<file path="config.mk">
export PLATFORM = sky130hd
export DESIGN_NAME = usf_status_flags
export DESIGN_NICKNAME = d
export VERILOG_FILES = /design/src/usf_pkg.sv /design/src/usf_sticky_bits.sv /design/src/usf_word_store.sv /design/src/usf_status_flags.sv
export VERILOG_INCLUDE_DIRS = /design/src
export SDC_FILE = /design/constraint.sdc
export NUM_CORES = 1
export LEC_CHECK = 0
export BUFFER_PORTS_ARGS = -buffer_cell sky130_fd_sc_hd__buf_2
export CAP_MARGIN = 20
export CELL_PAD_IN_SITES_DETAIL_PLACEMENT = 1
export CELL_PAD_IN_SITES_GLOBAL_PLACEMENT = 2
export CORE_MARGIN = 5
export CORE_UTILIZATION = 28
export CTS_CLUSTER_DIAMETER = 50
export CTS_CLUSTER_SIZE = 10
export DETAILED_ROUTE_END_ITERATION = 8
export PLACE_DENSITY = 0.91
export SETUP_SLACK_MARGIN = 0.05
export SLEW_MARGIN = 10
export SYNTH_ARGS = -nofsm -noshare
export SYNTH_HDL_FRONTEND = slang
export SYNTH_SLANG_ARGS = --single-unit
</file>
<file path="constraint.sdc">
create_clock -name ref_clk -period 1.8 [get_ports ref_clk]
set_input_delay 0.09 -clock ref_clk [delete_from_list [all_inputs] [get_ports ref_clk]]
set_output_delay 0.09 -clock ref_clk [all_outputs]
set_load 0.03 [all_outputs]
</file>
<file path="src/usf_params.svh">
// Constants of the serial status-flag block: offsets, bit positions, resets.
// Assumes byte addresses on a 32-bit classic Wishbone slave port.
`ifndef USF_PARAMS_SVH
`define USF_PARAMS_SVH

`define USF_ADR_W      8
`define USF_WORD_W     9
`define USF_IRQ_W      6

`define USF_OFS_STATUS 8'h00
`define USF_OFS_DATA   8'h04
`define USF_OFS_CTRL1  8'h08
`define USF_OFS_CTRL2  8'h0c
`define USF_OFS_ISTAT  8'h10
`define USF_OFS_IMASK  8'h14

`define USF_STATUS_RST 8'hc0
`define USF_CTRL_RST   8'h00
`define USF_IMASK_RST  6'h3f

// Status flag positions.
`define USF_B_TXE 7
`define USF_B_TXD 6
`define USF_B_RXF 5
`define USF_B_IDL 4
`define USF_B_OVR 3
`define USF_B_NSE 2
`define USF_B_FRM 1
`define USF_B_PAR 0

// Enable positions in the two control registers.
`define USF_C2_TXE_EN 7
`define USF_C2_TXD_EN 6
`define USF_C2_RX_EN  5
`define USF_C2_QL_EN  4
`define USF_C1_PAR_EN 0

// Sticky interrupt event positions.
`define USF_I_TXE 0
`define USF_I_TXD 1
`define USF_I_RXF 2
`define USF_I_OVR 3
`define USF_I_IDL 4
`define USF_I_PAR 5

`endif

</file>
<file path="src/usf_pkg.sv">
// Types shared by the serial status-flag block.
// Assumes usf_params.svh is on the include path.
`include "usf_params.svh"

package usf_pkg;

  // Kind of frame the transmit shifter has just finished.
  typedef enum logic [1:0] {
    USF_FRAME_DATA,
    USF_FRAME_PREAMBLE,
    USF_FRAME_BREAK
  } usf_frame_e;

  // All state of the top module besides the flag, interrupt-event and word stores.
  typedef struct packed {
    logic                  ackR;
    logic [31:0]           datR;
    logic [7:0]            ctrl1;
    logic [7:0]            ctrl2;
    logic [`USF_IRQ_W-1:0] irqMask;
    logic                  armTx;
    logic                  armRx;
    logic                  armPar;
    logic                  idleArm;
    logic [`USF_WORD_W-1:0] txData;
    logic                  irqR;
  } usf_state_s;

endpackage : usf_pkg

</file>
<file path="src/usf_sticky_bits.sv">
// Vector of sticky bits: a set pulse wins over a clear in the same cycle.
// Assumes one clock and a synchronous active-low reset.
`timescale 1ns/100ps
`default_nettype none

module usf_sticky_bits #(
  parameter int              W   = 8,
  parameter logic [W-1:0]    RST = '0
) (
  input  wire logic         ref_clk,
  input  wire logic         resetn,
  input  wire logic [W-1:0] setBits,
  input  wire logic [W-1:0] clrBits,
  output var  logic [W-1:0] q
);

  logic [W-1:0] q_nxt;

  // Set beats clear so that no event is lost in a clearing cycle.
  always_comb begin
    q_nxt = (q & ~clrBits) | setBits;
  end

  // Register the bits.
  always_ff @(posedge ref_clk) begin
    if (!resetn) begin
      q <= RST;
    end else begin
      q <= q_nxt;
    end
  end

endmodule : usf_sticky_bits

`default_nettype wire

</file>
<file path="src/usf_word_store.sv">
// One-word store for the received word; read data comes from the register.
// Assumes one clock and a synchronous active-low reset.
`timescale 1ns/100ps
`default_nettype none

module usf_word_store #(
  parameter int W = 9
) (
  input  wire logic         ref_clk,
  input  wire logic         resetn,
  input  wire logic         wrEn,
  input  wire logic [W-1:0] wrData,
  output var  logic [W-1:0] rdData
);

  logic [W-1:0] word_nxt;

  // A word is only replaced on an explicit write, never on overrun.
  always_comb begin
    word_nxt = wrEn ? wrData : rdData;
  end

  // Register the word.
  always_ff @(posedge ref_clk) begin
    if (!resetn) begin
      rdData <= '0;
    end else begin
      rdData <= word_nxt;
    end
  end

endmodule : usf_word_store

`default_nettype wire

</file>
<file path="src/usf_status_flags.sv">
// Status flags of the asynchronous serial port with a Wishbone slave port.
// Assumes the shifters, baud logic and sampler sit outside and report
// their events as one-cycle pulses synchronous to ref_clk.
//
// Design decisions made here: the register offsets and the Wishbone slave port.
`timescale 1ns/100ps
`default_nettype none
`include "usf_params.svh"

module usf_status_flags (
  input  wire logic                    ref_clk,
  input  wire logic                    resetn,
  // Classic Wishbone slave.
  input  wire logic                    wb_cyc_i,
  input  wire logic                    wb_stb_i,
  input  wire logic                    wb_we_i,
  input  wire logic [`USF_ADR_W-1:0]   wb_adr_i,
  input  wire logic [3:0]              wb_sel_i,
  input  wire logic [31:0]             wb_dat_i,
  output logic      [31:0]             wb_dat_o,
  output logic                         wb_ack_o,
  // Transmit shifter side.
  input  wire logic                    txLoad,
  input  wire logic                    txFrameDone,
  input  wire usf_pkg::usf_frame_e     txFrameKind,
  output logic [`USF_WORD_W-1:0]       txHoldData,
  output logic                         txHoldFull,
  // Receive shifter side.
  input  wire logic                    rxWordDone,
  input  wire logic [`USF_WORD_W-1:0]  rxWord,
  input  wire logic                    rxNoise,
  input  wire logic                    rxFrameErr,
  input  wire logic                    rxParityErr,
  input  wire logic                    idleDetect,
  // Shared interrupt.
  output logic                         irq
);

  usf_pkg::usf_state_s s;
  usf_pkg::usf_state_s s_nxt;

  logic [7:0]              flags;
  logic [7:0]              flagSet;
  logic [7:0]              flagClr;
  logic [`USF_IRQ_W-1:0]   iStat;
  logic [`USF_IRQ_W-1:0]   iSet;
  logic [`USF_IRQ_W-1:0]   iClr;
  logic [`USF_WORD_W-1:0]  rxHeld;
  logic                    rxStore;
  logic                    req;
  logic                    isStatus;
  logic                    isData;
  logic                    wrOk;

  // Status flags, reset to transmit-empty and transmit-done.
  usf_sticky_bits #(
    .W   (8),
    .RST (`USF_STATUS_RST)
  ) u_flags (
    .ref_clk (ref_clk),
    .resetn  (resetn),
    .setBits (flagSet),
    .clrBits (flagClr),
    .q       (flags)
  );

  // Sticky interrupt events, cleared by writing ones.
  usf_sticky_bits #(
    .W   (`USF_IRQ_W),
    .RST ('0)
  ) u_istat (
    .ref_clk (ref_clk),
    .resetn  (resetn),
    .setBits (iSet),
    .clrBits (iClr),
    .q       (iStat)
  );

  // Received word as seen through the data register.
  usf_word_store #(
    .W (`USF_WORD_W)
  ) u_rxword (
    .ref_clk (ref_clk),
    .resetn  (resetn),
    .wrEn    (rxStore),
    .wrData  (rxWord),
    .rdData  (rxHeld)
  );

  // Bus decode, flag sequencing and interrupt event generation.
  always_comb begin
    s_nxt    = s;
    flagSet  = '0;
    flagClr  = '0;
    iSet     = '0;
    iClr     = '0;
    rxStore  = 1'b0;
    // A request is served once; ack follows in the next cycle.
    req      = wb_cyc_i & wb_stb_i & ~s.ackR;
    isStatus = wb_adr_i == `USF_OFS_STATUS;
    isData   = wb_adr_i == `USF_OFS_DATA;
    wrOk     = req & wb_we_i & wb_sel_i[0];
    s_nxt.ackR = req;

    // Transmit side events.
    if (txLoad) begin
      flagSet[`USF_B_TXE] = 1'b1;
    end
    if (txFrameDone && txFrameKind == usf_pkg::USF_FRAME_DATA) begin
      flagSet[`USF_B_TXD] = 1'b1;
    end

    // Receive side: a word either lands in the store or overruns.
    if (rxWordDone) begin
      if (flags[`USF_B_RXF]) begin
        flagSet[`USF_B_OVR] = 1'b1;
      end else begin
        rxStore = 1'b1;
        flagSet[`USF_B_RXF] = 1'b1;
        flagSet[`USF_B_NSE] = rxNoise;
        flagSet[`USF_B_FRM] = rxFrameErr;
        flagSet[`USF_B_PAR] = rxParityErr;
        s_nxt.idleArm = 1'b1;
      end
    end

    // Idle is allowed once per reception.
    if (idleDetect && s.idleArm) begin
      flagSet[`USF_B_IDL] = 1'b1;
      s_nxt.idleArm = 1'b0;
    end

    // Any status access arms the clearing sequences; a read arms parity.
    if (req && isStatus) begin
      s_nxt.armTx = 1'b1;
      s_nxt.armRx = 1'b1;
      if (!wb_we_i) begin
        s_nxt.armPar = 1'b1;
      end
    end

    // A data access finishes whichever sequence it matches.
    if (req && isData) begin
      if (wb_we_i && s.armTx) begin
        flagClr[`USF_B_TXE] = 1'b1;
        flagClr[`USF_B_TXD] = 1'b1;
      end
      if (!wb_we_i && s.armRx) begin
        flagClr[`USF_B_RXF] = 1'b1;
        flagClr[`USF_B_IDL] = 1'b1;
        flagClr[`USF_B_OVR] = 1'b1;
        flagClr[`USF_B_NSE] = 1'b1;
        flagClr[`USF_B_FRM] = 1'b1;
      end
      if (s.armPar) begin
        flagClr[`USF_B_PAR] = 1'b1;
      end
      s_nxt.armTx  = 1'b0;
      s_nxt.armRx  = 1'b0;
      s_nxt.armPar = 1'b0;
    end

    // Register writes; the status register ignores writes.
    if (wrOk) begin
      unique case (wb_adr_i)
        `USF_OFS_DATA:  s_nxt.txData = wb_dat_i[`USF_WORD_W-1:0];
        `USF_OFS_CTRL1: s_nxt.ctrl1 = wb_dat_i[7:0];
        `USF_OFS_CTRL2: s_nxt.ctrl2 = wb_dat_i[7:0];
        `USF_OFS_ISTAT: iClr = wb_dat_i[`USF_IRQ_W-1:0];
        `USF_OFS_IMASK: s_nxt.irqMask = wb_dat_i[`USF_IRQ_W-1:0];
        default: ;
      endcase
    end

    // Read data is captured with the ack; unmapped words read zero.
    s_nxt.datR = '0;
    if (req && !wb_we_i) begin
      unique case (wb_adr_i)
        `USF_OFS_STATUS: s_nxt.datR[7:0] = flags;
        `USF_OFS_DATA:
          s_nxt.datR[`USF_WORD_W-1:0] = rxHeld;
        `USF_OFS_CTRL1: s_nxt.datR[7:0] = s.ctrl1;
        `USF_OFS_CTRL2: s_nxt.datR[7:0] = s.ctrl2;
        `USF_OFS_ISTAT:
          s_nxt.datR[`USF_IRQ_W-1:0] = iStat;
        `USF_OFS_IMASK:
          s_nxt.datR[`USF_IRQ_W-1:0] = s.irqMask;
        default: s_nxt.datR = '0;
      endcase
    end

    // Enabled flag events are latched as interrupt events.
    iSet[`USF_I_TXE] = flagSet[`USF_B_TXE]
                     & s.ctrl2[`USF_C2_TXE_EN];
    iSet[`USF_I_TXD] = flagSet[`USF_B_TXD]
                     & s.ctrl2[`USF_C2_TXD_EN];
    iSet[`USF_I_RXF] = flagSet[`USF_B_RXF]
                     & s.ctrl2[`USF_C2_RX_EN];
    iSet[`USF_I_OVR] = flagSet[`USF_B_OVR]
                     & s.ctrl2[`USF_C2_RX_EN];
    iSet[`USF_I_IDL] = flagSet[`USF_B_IDL]
                     & s.ctrl2[`USF_C2_QL_EN];
    iSet[`USF_I_PAR] = flagSet[`USF_B_PAR]
                     & s.ctrl1[`USF_C1_PAR_EN];

    // One shared level output; it lags the status bits by a cycle.
    s_nxt.irqR = |(iStat & s.irqMask);
  end

  // Register the whole state.
  always_ff @(posedge ref_clk) begin
    if (!resetn) begin
      s.ackR    <= 1'b0;
      s.datR    <= '0;
      s.ctrl1   <= `USF_CTRL_RST;
      s.ctrl2   <= `USF_CTRL_RST;
      s.irqMask <= `USF_IMASK_RST;
      s.armTx   <= 1'b0;
      s.armRx   <= 1'b0;
      s.armPar  <= 1'b0;
      s.idleArm <= 1'b0;
      s.txData  <= '0;
      s.irqR    <= 1'b0;
    end else begin
      s <= s_nxt;
    end
  end

  // Outputs straight from flip-flops.
  assign wb_ack_o   = s.ackR;
  assign wb_dat_o   = s.datR;
  assign txHoldData = s.txData;
  assign txHoldFull = ~flags[`USF_B_TXE];
  assign irq        = s.irqR;

endmodule : usf_status_flags

`default_nettype wire

</file>
Word level (Yosys, flattened, before mapping)
Index checks and enable logic that the tools add are counted.
{ "totals": {"elab_cells": 79, "regBits": 91} }
{ "classes": {"reduce_logical": 21, "n_bitwise": 22, "eq_ne": 5, "mux": 16} }
{ "op_table": {"columns": ["cell", "count"], "rows": [
  ["6-bit one-hot mux with 6 select lines", 1],
  ["8-bit by 4-bit equality test with 1-bit output (second input constant)", 2],
  ["8-bit by 5-bit equality test with 1-bit output (second input constant)", 2],
  ["2-bit AND reduction", 7],
  ["6-bit bitwise AND", 2],
  ["6-bit two-way mux", 2],
  ["1-bit bitwise AND", 10],
  ["8-bit bitwise AND", 1],
  ["8-bit by 3-bit equality test with 1-bit output (second input constant)", 1],
  ["8-bit logical NOT", 1],
  ["8-bit two-way mux", 1],
  ["8-bit inverter", 1],
  ["8-bit OR", 1],
  ["2-bit one-hot mux with 4 select lines", 1],
  ["1-bit logical AND", 7],
  ["1-bit two-way mux", 7],
  ["6-bit inverter", 1],
  ["6-bit OR", 1],
  ["6-bit OR reduction", 1],
  ["5-bit two-way mux", 1],
  ["1-bit inverter", 5],
  ["4-bit two-way mux", 1],
  ["2-bit OR reduction", 2],
  ["3-bit two-way mux", 1],
  ["4 further kinds", 4]
]} }

Logic depth before layout (Yosys ltp)
{ "logic_depth": {"ltp_word": 8, "depth_mapped": 6, "ltp_nobuf": 4} }

Modules after synthesis
From an unflattened synthesis, not the netlist that was laid out.
{ "hier_totals": {"hier_cells": 343, "area_unflattened_um2": 3475.8} }
{ "by_module_without_submodules": {"columns": ["module", "area_per_inst_um2", "cells_each", "instances"], "rows": [
  ["usf_status_flags", 2567.5, 272, 1],
  ["usf_word_store", 337.8, 28, 1],
  ["usf_sticky_bits (u_flags)", 322.8, 25, 1],
  ["usf_sticky_bits (u_istat)", 247.7, 18, 1]
]} }

Worst setup path before layout
OpenSTA, ideal clock, no wires.
{ "synth_timing": {"path_kind": "reg2reg", "from": "reg s, in the netlist wb_ack_o", "to": "reg s[26] in the netlist's numbering", "arrival_ps": 1372, "path_slack_ps": 306, "required_time_ps": 1678, "path_stages_with_launch": 7, "path_cell_list": "dfxtp_1 > and4b_1 > buf_2 > nand4_1 > buf_2 > nand3_1 > o21ai_0"} }
{ "synth_between": {"elab_chain_len": 5} }
{ "synth_rtl": {"columns": ["item", "line", "source"], "rows": [
  ["start, declared", "usf_status_flags.sv:39", "usf_pkg::usf_state_s s;"],
  ["start signal, assigned", "usf_status_flags.sv:225", "s <= s_nxt;"],
  ["1-bit inverter", "usf_status_flags.sv:99", "req = wb_cyc_i & wb_stb_i & ~s.ackR;"],
  ["1-bit bitwise AND", "usf_status_flags.sv:99", null],
  ["1-bit bitwise AND (2 in a row)", "usf_status_flags.sv:102", "wrOk = req & wb_we_i & wb_sel_i[0];"],
  ["2-bit AND reduction (no source line)", null, null]
]} }
No other way between the ends.
A chain may end at the register's enable or synchronous reset.

Worst setup path after layout
{ "layout_timing": {"from": "reg s, in the netlist wb_ack_o", "to": "reg s, in the netlist wb_dat_o[4]"} }
{ "layout_between": {"elab_chain_len": 4} }
{ "layout_rtl": {"columns": ["item", "line", "source"], "rows": [
  ["1-bit inverter", "usf_status_flags.sv:99", null],
  ["1-bit bitwise AND", "usf_status_flags.sv:99", null],
  ["1-bit logical AND", "usf_status_flags.sv:177", "if (req && !wb_we_i) begin"],
  ["2-bit AND reduction (no source line)", null, null]
]} }
No other way between the ends.

==> summary.txt <==
Run status
  – Outcome: completed

Drt
  – Post-route ant nets: 0
  – Final wirelength: around 8800 um
  – Via count: roughly 2,600
  – DR pass1 iterations: 4
  – DRC Markers: 0
  – Avg WL per Cell: about 16 um
  – Via/cell ratio: roughly 4.7
  – DRT iter0 DRCs: between 150 and 200

Yosys
  – Synthesized area per cell: between 8 and 9 um2
  – Post-synth EDFFs: 0
  – Number of distinct library cells after synthesis: 38
  – #FFs+latches synth: about 70
  – Top cells by area, synth: dfxtp_1 (44%), buf_4 (10%), nand3_1 (6.3%)
  – Yosys top cell by area: dfxtp_1
  – Synth warn: 0
  – Seq/Total Area, Yosys: between 40% and 50%
  – Fraction of registers with async set/reset: 0%
  – Synthesized netlist cell count: between 300 and 400
  – Most used flip-flop cell after synthesis: dfxtp_1
  – Top cell type's share of synthesized area: 44.0%
  – Synthesized cell area: about 3100 um2

Final layout
  – Area growth syn-to-layout: 21.2%
  – Non-filler cells, final: 555
  – Final #Nets: 477
  – Final Cell Area: approximately 3700 um2
  – Post-Route Utilization: 34.6%
  – Layout fillers: approximately 1,300
  – Multi-input combinational cell area: approximately 1400 um2
  – Ratio of cells with drive above 1 in the final layout: between 20% and 30%
  – Register area: 1360 um2
  – Number of diodes: 0

Setup path
  – Critical Path End Type: flip-flop
  – Critical-path maximum fanout: 6
  – Arrival time worst endpoint: 1.89 ns
  – Worst reg2reg setup slack: around 0.16 ns
  – Reg2reg end: wb_dat_o[4]$_SDFF_PN0_
  – CP required: between 2 and 2.5 ns
  – Worst Reg-to-Reg Cells: 4
  – Critical path class: reg2reg
  – Reg2Reg Launch Point: wb_ack_o$_SDFF_PN0_
  – CP Launch Type: flip-flop

Clock network
  – Post-cts resize count: 0
  – CTS sink count: 68
  – Clock Latency Late Sink: about 0.35 ns
  – Total CTS buffers: 9
  – Post-CTS Setup Bufs: 0
  – Root Driver: clkbuf_8
  – Clock Pin Slew Worst Setup and Hold Paths: ~0.07 ns
  – CTS Buffer Depth: 2
  – # H-tree levels: 3
  – TritonCTS clock tree: built

Power and ir drop
  – Power share of the clock group: 40.7%
  – Sequential Power Share: around half
  – Logic pwr share: between 10% and 20%
  – P_sw: roughly 0.80 mW
  – PwrDens: between 800 and 900 nW/um2
  – P_int: 2.36 mW
  – Static Leak: roughly 1.5 nW
  – Sw Ratio: 25.4%
  – Total power: roughly 3.2 mW
  – Maximum vdd drop: between 0.4 and 0.5 mV

Placement
  – Final weighted congestion in routability-driven placement: 0.821
  – Number of buffers added on ports: 61
  – HPWL after detailed placement: roughly 6700 um
  – Place WS: 0.155 ns
  – Inst Count DP: roughly 520
  – Placement Cell Area: between 3000 and 4000 um2

Timing
  – Unrepaired setup endpoints after global routing: false
  – Fin worst setup slack: around 0.16 ns
  – Slew @ Worst Pin: approximately 0.69 ns
  – Setup Skew: between 0.007 and 0.008 ns
  – Final slew viol count: 0
  – Tcrit/Tclk final: 91.2%
  – Headroom to the max-slew limit: between 50% and 60%
  – Minimum clock period: around 1.6 ns
  – WHS: around 0.009 ns
  – Setup-failing EPs final: 0
  – FMAX: just over 600 MHz
  – Fin Setup TNS: 0 ns
  – Final hold viol count: 0

Global route
  – Grt total ovfl: 0
  – Gr usage total: a little over an eighth
  – Largest net degree at the start of global routing: 53
  – Initial antenna violation count: 0
  – Global-route wire length before repair: ~14,000 um
  – Vias in the first global route: ~2,700

Worst hold path
  – Worst hold path cell count: 2
  – Hold Path Sink: u_istat.q[5]$_SDFF_PN0_
  – Hold_sp: wb_dat_i[5]
  – Worst hold path type: in2reg

Run
  – Max Cap Viol: 0

Floorplanning
  – DIE WIDTH: 115 um
  – Core footprint: about 11,000 um2
  – DIE HEIGHT: 115 um
  – IO Count: ~110
  – Rows: 38
  – Die area: around 13,000 um2
  – Initial core utilization: between 20% and 30%
-- synthesized netlist by cell type, drive strengths merged, types with 4 or more instances --
cell type  count
a31oi          5
o311ai         6
nor2b          5
inv           15
buf           48
mux4           8
o22ai          6
mux2i          6
o21ai         38
nand2         38
nor2           6
nand4          4
nand3         39
a21oi         12
a311oi         6
clkbuf        13
dfxtp         68
-- cell usage in the layout (no fill, tap or decap), types with 3 or more instances in the layout --
cell	n
buf_4	11
o21ai_1	12
nand4_1	3
nand3_1	39
nor2_1	6
nand2_1	38
o21ai_0	26
clkbuf_8	11
a21oi_1	12
a311oi_1	6
dlygate4sd3_1	20
dfxtp_1	68
a31oi_1	5
buf_2	61
mux2i_1	6
nor2b_1	5
conb_1	23
o22ai_1	6
inv_1	15
o311ai_1	3
o311ai_0	3
a22oi_1	3
mux4_2	8
-- state kept, by name, indices dropped and copies added (netlist names) --
name,count
u_istat.q,6
irq,1
s,25
wb_dat_o,9
u_rxword.rdData,9
txHoldData,9
u_flags.q,8
wb_ack_o,1
-- power groups by stage --
stage | Combinational [mW] | Clock (mW) | Sequential (mW)
floorplan | 0.232 | 0 | 1.57
global placement | 0.289 | 0 | 1.58
detailed placement | 0.297 | 0 | 1.58
CTS | 0.332 | 1.33 | 1.55
global route | 0.361 | 1.39 | 1.55
finish | 0.330 | 1.29 | 1.55
-- kinds of logic (layout without fill, tap and decap cells) --
kind of cell    count (synthesis)  count (layout)  share of synthesized area [%]
buf+inv                        76             123                           14.5
mux                            14              14                           7.77
flops                          68              68                           44.0
compound gates                 80              80                           15.6
other cells                     1              23                          0.121
simple gates                  107             107                           18.0
-- metal layers --
metal  vias to the layer above  part of all wire [%]  track usage, %
met5                         -                     0               0
met4                         0                   1.3            4.77
met3                        10                   4.8            2.95
met2                        54                    50            22.7
met1                      1261                    44            16.9
li1                       1294                     -               -
-- what timing repair did --
action	in CTS	in global routing
hold buffers	20	0
endpoints found under the setup margin	0	0
hold endpoints to repair	20	0
-- area by class of cell --
type                       count  area share (%)
multi-input combinational    224            36.4
sequential                    68            36.3
timing repair buffer          92            15.7
tap                          140            4.67
clock buffer                  12            4.14
inverter                      15            1.50
clock inverter                 4            1.27
-- how the worst max path moves through the flow --
stage | from | end | cells after the start
final | wb_ack_o$_SDFF_PN0_ | wb_dat_o[4]$_SDFF_PN0_ | 4
after global routing | wb_ack_o$_SDFF_PN0_ | txHoldData[0]$_SDFFE_PN0P_ | 4
after CTS | wb_ack_o$_SDFF_PN0_ | wb_dat_o[5]$_SDFF_PN0_ | 4
after detailed placement | wb_adr_i[7] | txHoldData[8]$_SDFFE_PN0P_ | 6
after global placement | wb_adr_i[7] | txHoldData[3]$_SDFFE_PN0P_ | 6
after floorplan | wb_ack_o$_SDFF_PN0_ | s[26]$_SDFFE_PN0P_ | 6
-- worst max-delay path: stages (launching register included) --
cell and delay (ns):
dfxtp_1 0.33, nand3b_1 0.24, nor3_1 0.37, nand3_1 0.30, o22ai_1 0.31
Power figures use the tool's default switching activity.
